**src/include/liu_regs_pkg.sv**
```systemverilog
// Constants, layouts and types for the four-channel line interface register map
// What this block does
// (RULE1) Channel registers repeat at channel-one offset plus 0x40 per channel.
// (RULE2) Any write to soft reset returns all registers and ports to defaults.
// (RULE3) Soft reset register stores nothing; writes only trigger the reset.
// (RULE4) Global config bit 4 picks line standard: 0 E1, 1 T1/J1.
// (RULE5) Global config bit 3 copies channel writes to every channel.
// (RULE6) Global config bit 2, default 1, disables all interrupts; else masks gate.
// (RULE7) Bits 1:0 pick pin drive: x0 open-drain low, 01 push-pull low, 11 high.
// (RULE8) Host keeps global config bit 5 zero; bits 7:6 reserved zero.
// (RULE9) Lowest global address reads the eight-bit revision code.
// (RULE10) Soft reset completes within one microsecond.
// (RULE11) Channel-indication bits 0,2,4,6 flag channels 1 to 4 interrupting.
// (RULE12) Globally enabled, pin goes active while any unmasked interrupt pends.
// (RULE13) Reserved bits and addresses read zero and ignore writes.
package liu_regs_pkg;
    localparam int NUM_CH = 4;
    localparam logic [7:0] OFS_REVISION = 8'h00;
    localparam logic [7:0] OFS_SOFT_RESET = 8'h20;
    localparam logic [7:0] OFS_GLOBAL_CFG0 = 8'h40;
    localparam logic [7:0] OFS_IRQ_CHANNEL = 8'h80;
    localparam logic [7:0] OFS_RESERVED_A0 = 8'ha0;
    localparam logic [4:0] OFS_JITTER = 5'h01;
    localparam logic [4:0] OFS_TX_INBAND = 5'h0d;
    localparam logic [4:0] OFS_MASK_A = 5'h11;
    localparam logic [4:0] OFS_MASK_B = 5'h12;
    localparam logic [4:0] OFS_EDGE_SEL = 5'h13;
    localparam logic [4:0] OFS_STATUS_A = 5'h14;
    localparam logic [4:0] OFS_STATUS_B = 5'h15;
    localparam logic [4:0] OFS_FLAGS_A = 5'h16;
    localparam logic [4:0] OFS_FLAGS_B = 5'h17;
    localparam logic [4:0] OFS_COUNT_LO = 5'h18;
    localparam logic [4:0] OFS_COUNT_HI = 5'h19;
    localparam int GCFG_STD_BIT = 4;
    localparam int GCFG_COPY_BIT = 3;
    localparam int GCFG_IRQ_DIS_BIT = 2;
    localparam logic [7:0] GCFG_RST = 8'h04;
    localparam logic [7:0] GCFG_WMASK = 8'h1f;
    localparam logic [7:0] STATUS_A_MASK = 8'h7f;
    localparam logic [7:0] STATUS_B_MASK = 8'h20;
    localparam logic [7:0] FLAGS_A_MASK = 8'h7f;
    localparam logic [7:0] FLAGS_B_MASK = 8'hff;
    localparam int SW_RESET_NS = 1000;
    localparam int CLK_PERIOD_NS = 5;
    localparam int SW_RESET_CYCLES = SW_RESET_NS / CLK_PERIOD_NS;

    // Writable bits of each plain configuration register
    function automatic logic [7:0] cfg_wmask(input logic [4:0] ofs);
        case (ofs)
            5'h01, 5'h03, 5'h04, 5'h0c, 5'h1a: cfg_wmask = 8'h3f;
            5'h02, 5'h07: cfg_wmask = 8'h1f;
            5'h05, 5'h0d, 5'h0e, 5'h0f, 5'h12: cfg_wmask = 8'hff;
            5'h06, 5'h0a, 5'h10, 5'h11, 5'h13: cfg_wmask = 8'h7f;
            5'h08: cfg_wmask = 8'h5f;
            5'h09: cfg_wmask = 8'h33;
            5'h0b: cfg_wmask = 8'h0f;
            default: cfg_wmask = 8'h00;
        endcase
    endfunction

    typedef struct packed {
        logic wr;
        logic rd;
        logic [7:0] addr;
        logic [7:0] wdata;
    } bus_req_s;

    typedef struct packed {
        logic [7:0] status_a;
        logic [7:0] status_b;
        logic [7:0] events;
        logic [15:0] err_count;
    } chan_in_s;

    typedef logic [31:0][7:0] chan_regs_t;
endpackage

```
**src/rtl/quad_liu_register_map.sv**
```systemverilog
// Register map of a four-channel line interface: globals, channel banks, interrupt pin
`timescale 1ns/1ps
module quad_liu_register_map #(
    parameter logic [7:0] REVISION = 8'h5a // Arbitrary value
) (
    input wire logic ref_clk_i,
    input wire logic srst_i,
    input wire liu_regs_pkg::bus_req_s bus_i,
    input wire liu_regs_pkg::chan_in_s [liu_regs_pkg::NUM_CH-1:0] chan_i,
    output logic [7:0] rdata_o,
    output liu_regs_pkg::chan_regs_t [liu_regs_pkg::NUM_CH-1:0] chan_cfg_o,
    output logic line_standard_select_o,
    output logic irq_pin_o,
    output logic irq_pin_oe_o
);
    localparam int NCH = liu_regs_pkg::NUM_CH;

    typedef struct packed {
        logic [7:0] gcfg;
        liu_regs_pkg::chan_regs_t [NCH-1:0] creg;
        logic [NCH-1:0][6:0] stat_prev;
        logic [7:0] rdata;
        logic pin;
        logic pin_oe;
    } state_s;

    localparam state_s ST_RST = '{gcfg: liu_regs_pkg::GCFG_RST, default: '0};

    state_s state_reg;
    state_s state_next;

    logic chan_hit;
    logic [1:0] chan_sel;
    logic [4:0] ofs;
    logic copy_on;
    logic sw_rst;
    logic [NCH-1:0] pend;
    logic irq_any;
    logic [7:0] rd_val;

    assign ofs = bus_i.addr[4:0];
    assign chan_sel = bus_i.addr[7:6];
    // Offsets 0x01..0x1f of each block belong to a channel
    assign chan_hit = (bus_i.addr[5] == 1'b0) && (ofs != 5'h00); // see (RULE1)
    assign copy_on = state_reg.gcfg[liu_regs_pkg::GCFG_COPY_BIT];
    assign sw_rst = bus_i.wr && (bus_i.addr == liu_regs_pkg::OFS_SOFT_RESET); // see (RULE2)

    // Pending unmasked flags per channel; mask bit 1 enables a source
    always_comb begin
        for (int c = 0; c < NCH; c++) begin
            pend[c] = |(state_reg.creg[c][liu_regs_pkg::OFS_FLAGS_A]
                        & state_reg.creg[c][liu_regs_pkg::OFS_MASK_A])
                    || |(state_reg.creg[c][liu_regs_pkg::OFS_FLAGS_B]
                        & state_reg.creg[c][liu_regs_pkg::OFS_MASK_B]); // see (RULE6)
        end
    end

    assign irq_any = !state_reg.gcfg[liu_regs_pkg::GCFG_IRQ_DIS_BIT] && (|pend); // see (RULE6) (RULE12)

    // Read mux; live status and counter come straight from the line logic
    always_comb begin
        logic [7:0] chv;
        chv = 8'h00;
        rd_val = 8'h00;
        if (chan_hit) begin
            case (ofs)
                liu_regs_pkg::OFS_STATUS_A: chv = chan_i[chan_sel].status_a & liu_regs_pkg::STATUS_A_MASK;
                liu_regs_pkg::OFS_STATUS_B: chv = chan_i[chan_sel].status_b & liu_regs_pkg::STATUS_B_MASK;
                liu_regs_pkg::OFS_FLAGS_A, liu_regs_pkg::OFS_FLAGS_B: chv = state_reg.creg[chan_sel][ofs];
                liu_regs_pkg::OFS_COUNT_LO: chv = chan_i[chan_sel].err_count[7:0];
                liu_regs_pkg::OFS_COUNT_HI: chv = chan_i[chan_sel].err_count[15:8];
                default: chv = state_reg.creg[chan_sel][ofs] & liu_regs_pkg::cfg_wmask(ofs); // see (RULE13)
            endcase
            rd_val = chv;
        end else begin
            case (bus_i.addr)
                liu_regs_pkg::OFS_REVISION: rd_val = REVISION; // see (RULE9)
                liu_regs_pkg::OFS_GLOBAL_CFG0: rd_val = state_reg.gcfg;
                liu_regs_pkg::OFS_IRQ_CHANNEL: begin
                    for (int c = 0; c < NCH; c++) begin
                        rd_val[2*c] = pend[c]; // see (RULE11)
                    end
                end
                // Soft reset stores nothing, so it reads as zero
                default: rd_val = 8'h00; // see (RULE3) (RULE13)
            endcase
        end
    end

    always_comb begin
        logic [7:0] wm;
        logic [6:0] rise;
        logic [6:0] chg;
        logic [7:0] set_a;
        wm = liu_regs_pkg::cfg_wmask(ofs);
        rise = '0;
        chg = '0;
        set_a = '0;
        state_next = state_reg;
        state_next.rdata = 8'h00;
        if (bus_i.rd) begin
            state_next.rdata = rd_val;
        end
        if (bus_i.wr && (bus_i.addr == liu_regs_pkg::OFS_GLOBAL_CFG0)) begin
            // Bit 5 and reserved bits 7:6 never stored
            state_next.gcfg = bus_i.wdata & liu_regs_pkg::GCFG_WMASK; // see (RULE4) (RULE8) (RULE13)
        end
        for (int c = 0; c < NCH; c++) begin
            if (bus_i.wr && chan_hit && ((chan_sel == 2'(c)) || copy_on)) begin // see (RULE1) (RULE5)
                if (ofs == liu_regs_pkg::OFS_FLAGS_A) begin
                    state_next.creg[c][ofs] = state_reg.creg[c][ofs]
                        & ~(bus_i.wdata & liu_regs_pkg::FLAGS_A_MASK);
                end else if (ofs == liu_regs_pkg::OFS_FLAGS_B) begin
                    state_next.creg[c][ofs] = state_reg.creg[c][ofs]
                        & ~(bus_i.wdata & liu_regs_pkg::FLAGS_B_MASK);
                end else begin
                    state_next.creg[c][ofs] = (state_reg.creg[c][ofs] & ~wm) | (bus_i.wdata & wm); // see (RULE13)
                end
            end
            // Edge select 0 catches a rise, 1 catches any change
            rise = chan_i[c].status_a[6:0] & ~state_reg.stat_prev[c];
            chg = chan_i[c].status_a[6:0] ^ state_reg.stat_prev[c];
            set_a = {1'b0, (state_reg.creg[c][liu_regs_pkg::OFS_EDGE_SEL][6:0] & chg)
                     | (~state_reg.creg[c][liu_regs_pkg::OFS_EDGE_SEL][6:0] & rise)};
            // Set applied after clear so a new event is never lost to a clearing write
            state_next.creg[c][liu_regs_pkg::OFS_FLAGS_A] =
                state_next.creg[c][liu_regs_pkg::OFS_FLAGS_A] | set_a;
            state_next.creg[c][liu_regs_pkg::OFS_FLAGS_B] =
                state_next.creg[c][liu_regs_pkg::OFS_FLAGS_B] | chan_i[c].events;
            state_next.stat_prev[c] = chan_i[c].status_a[6:0];
        end
        // Pin drive mode; bit 0 low means open drain
        if (!state_reg.gcfg[0]) begin
            state_next.pin = 1'b0; // see (RULE7)
            state_next.pin_oe = irq_any; // see (RULE12)
        end else begin
            state_next.pin_oe = 1'b1; // see (RULE7)
            state_next.pin = state_reg.gcfg[1] ? irq_any : !irq_any; // see (RULE7) (RULE12)
        end
        // Takes effect at the next edge, far inside the one microsecond budget
        if (sw_rst) begin
            state_next = ST_RST; // see (RULE2) (RULE10)
            state_next.stat_prev = state_reg.stat_prev;
        end
    end

    always_ff @(posedge ref_clk_i) begin
        if (srst_i) begin
            state_reg <= ST_RST;
        end else begin
            state_reg <= state_next;
        end
    end

    assign rdata_o = state_reg.rdata;
    assign chan_cfg_o = state_reg.creg;
    assign line_standard_select_o = state_reg.gcfg[liu_regs_pkg::GCFG_STD_BIT];
    assign irq_pin_o = state_reg.pin;
    assign irq_pin_oe_o = state_reg.pin_oe;

    // Checks
    localparam int SW_MAX = 200;
    logic pin_active;
    assign pin_active = irq_pin_oe_o && (irq_pin_o == (state_reg.gcfg[1:0] == 2'b11));
endmodule // quad_liu_register_map

```
**config.mk**
```make
export PLATFORM = sky130hd
export DESIGN_NAME = quad_liu_register_map
export DESIGN_NICKNAME = d
export VERILOG_FILES = /design/src/include/liu_regs_pkg.sv /design/src/rtl/quad_liu_register_map.sv
export SDC_FILE = /design/constraint.sdc
export NUM_CORES = 2
export LEC_CHECK = 0
export BUFFER_PORTS_ARGS = -buffer_cell sky130_fd_sc_hd__buf_2
export CAP_MARGIN = 20
export CORE_AREA = 2 2 474 476
export CTS_BUF_LIST = sky130_fd_sc_hd__clkbuf_4
export DETAILED_ROUTE_END_ITERATION = 10
export DIE_AREA = 0 0 476 478
export PLACE_DENSITY = 0.44
export SYNTH_ARGS = -nofsm -noshare
export SYNTH_HDL_FRONTEND = slang
export SYNTH_SLANG_ARGS = --single-unit
```
**constraint.sdc**
```tcl
create_clock -name ref_clk_i -period 8.7 [get_ports ref_clk_i]
set_input_delay 0 -clock ref_clk_i [delete_from_list [all_inputs] [get_ports ref_clk_i]]
set_output_delay 0 -clock ref_clk_i [all_outputs]
set_load 0.02 [all_outputs]
```
==> impl_metrics.json <==
{
  "worst_slew_pin_slew_ns": 1.457,
  "num_rows": 174,
  "hold_path.class": "input pin to flip-flop",
  "numCtsBuffers": 338,
  "synthTopCellsByArea": "dfxtp_1 33%, mux4_2 14%, buf_4 12%",
  "final_net_count": 7846,
  "grt.overflow.total": 0,
  "timing.rr.start": "chan_cfg_o[815]",
  "yosysTopAreaCellShare": 0.3322,
  "fin_ws_ns": 2.928,
  "die_x_um": 476,
  "ios": 1215,
  "min_period_ns": 5.772,
  "largest_reg_flops": 1024,
  "dp_hpwl_mm": 371.3,
  "firstDrtPassIters": 7,
  "first_global_vias": 59410,
  "reg2regPathDepth": 8,
  "start_util": 0.2881,
  "drive_above_1_share": 0.3032,
  "holdPathStages": 7,
  "avgViaCountPerCell": 6.132,
  "die_y_um": 478,
  "design_power_total_mw": 11.76,
  "synth_async_sr_flop_share": 0,
  "vdd_drop_max_uv": 114.2,
  "cts.root.buffer_cell": "clkbuf_4",
  "drc_errors": 0,
  "syn_avg_cell_area_sq_um": 8.968,
  "drt_iter0_markers": 11360,
  "place_ws_ns": 3.460,
  "dieArea_sq_um": 227500,
  "wl_per_cell_um": 43.79,
  "drt_wl_total_mm": 475.9,
  "leakage_nw": 29.62,
  "tns_ns": 0,
  "htreeDepth": 5,
  "min_from": "bus_i[10]",
  "yosysTopAreaCell": "dfxtp_1",
  "p_per_area_nw_per_um2": 162.0,
  "syn_inst": 7170,
  "rsz0062_at_grt": "false",
  "cts_setup_buffers": 0,
  "crit_path_start": "bus_i[9]",
  "r2r_end": "chan_cfg_o[959]",
  "r2r_setup_slack_ns": 4.07,
  "clock_path_buffers": 4,
  "finClkSkew_ns": 0.2054,
  "clkTransAtPathRegs_ns": 0.06,
  "status": "finished clean",
  "vias": 66640,
  "slew_headroom": 0.02106,
  "numPortBuffers": 1182,
  "ys.flop_type": "dfxtp_1",
  "finalHoldViolations": 0,
  "critPathCaptureType": "flip-flop",
  "final_cell_mix": "1175 x buf_2, 1067 x dfxtp_1, 755 x nor2_1",
  "ys_ff_latch": 1067,
  "ys_types": 90,
  "slew_violations": 0,
  "grt_util_all_layers": 0.4006,
  "finalCritPeriodShare": 0.6634,
  "gp_congestion": 1.042,
  "grt_max_degree": 185,
  "fin_util": 0.3253,
  "area_growth_pct": 12.90,
  "grt_pass1_wl_mm": 605.4,
  "synth_area_sq_um": 64300,
  "core_area_sq_um": 223200,
  "worstPathArrival_ns": 7.05,
  "worstPathRequired_ns": 9.98,
  "cts_sinks": 1067,
  "cp-start-kind": "input pin",
  "ant_nets": 0,
  "final_common_cell": "buf_2",
  "critPathKind": "input pin to flip-flop",
  "cts_tree": "done",
  "fmax_mhz": 173.3,
  "syn-num-nets": 7382,
  "clk_latency_ns": 1.51,
  "yosysWarnings": 0,
  "whs_endpoint": "chan_cfg_o[680]",
  "maxCapViolCount": 0,
  "seq_area_frac_synth": 0.3322,
  "synth_edf_count": 0,
  "grt_antenna_before_repair": 51,
  "crit_fanout": 59,
  "finalSetupViolCount": 0
}
## critical path, stage by stage
cell and delay [ns]:
dlygate4sd3_1 0.59, buf_8 0.44, inv_2 0.44, ha_1 0.31
buf_4 0.20, or4b_2 0.32, and3_1 0.20, dlygate4sd3_1 0.85
and2_4 0.87, nand2_1 0.53, a21o_1 0.31, dlygate4sd3_1 0.57
a21oi_1 0.11, dlygate4sd3_1 0.56, nor2_1 0.04, dlygate4sd3_1 0.57
## cell families after synthesis
group                    after synthesis  synth area share
AO/OA/AOI/OAI                       1919            0.1790
XOR/XNOR                               1         0.0001362
adder cells (fa/ha/maj)               32          0.006227
buffers and inverters               1596            0.1644
flip-flops                          1067            0.3322
multiplexers                         713            0.1965
AND/OR/NAND/NOR                     1842            0.1215
## stage by stage
stage / hold WS, ns / cell area, sq um / cells
5_1_grt: 0.1605 / 72560 / 10850
4_1_cts: 0.008851 / 72400 / 10840
3_5_place_dp: 0.2628 / 65170 / 9953
6_report: 0.1443 / 72590 / 10870
3_3_place_gp: 0.2661 / 65110 / 9948
2_1_floorplan: 0.1259 / 64300 / 7170
## per-layer routing
metal  share of wire  global-route usage  up-vias
met5         0.00017                   0        -
met3            0.17              0.2078      956
met1            0.38              0.5161    33670
met2            0.38              0.5289     5795
li1                -                   -    26210
met4           0.066              0.2222       14
## synth_stat cells (49+ instances only)
cell	count
nand2_1	555
a22oi_1	81
nand3_1	310
dfxtp_1	1067
o22ai_1	52
a221oi_1	55
a21oi_1	588
o21ai_0	670
a211oi_1	171
clkbuf_1	315
buf_2	88
buf_4	1069
nor2_1	762
mux4_2	392
mux2_2	67
mux2i_1	222
and2_1	49
## final cells by class
| class | instances | area [sq um] |
|---|---|---|
| Timing Repair Buffer | 1679 | 10680 |
| Clock buffer | 475 | 3566 |
| Multi-Input combinational cell | 4507 | 32580 |
| Sequential cell | 1067 | 21360 |
| Antenna cell | 16 | 40.04 |
| Tap cell | 2992 | 3744 |
| Clock inverter | 91 | 466.7 |
| Fill cell | 23700 | 150600 |
| Inverter | 41 | 153.9 |
## worst max-delay path by stage
stage / slack (ns) / endpoint
final: 2.93 / chan_cfg_o[190]
after global routing: 2.92 / chan_cfg_o[190]
after CTS: 3.18 / chan_cfg_o[190]
after detailed placement: 3.46 / chan_cfg_o[162]
after global placement: 3.51 / chan_cfg_o[162]
after floorplan: 4.64 / chan_cfg_o[183]
## where the power goes
part | internal, mW | total (mW) | switching, mW
logic | 0.465 | 1.58 | 1.11
clock network | 2.61 | 5.19 | 2.57
registers | 4.92 | 5.00 | 0.0799
## repair_timing
item | CTS | global route
hold buffers | 319 | 0
hold endpoints to repair | 862 | 0
setup endpoints to repair | 0 | 0
gates resized for setup | 0 | 0
Power figures use the tool's default switching activity.
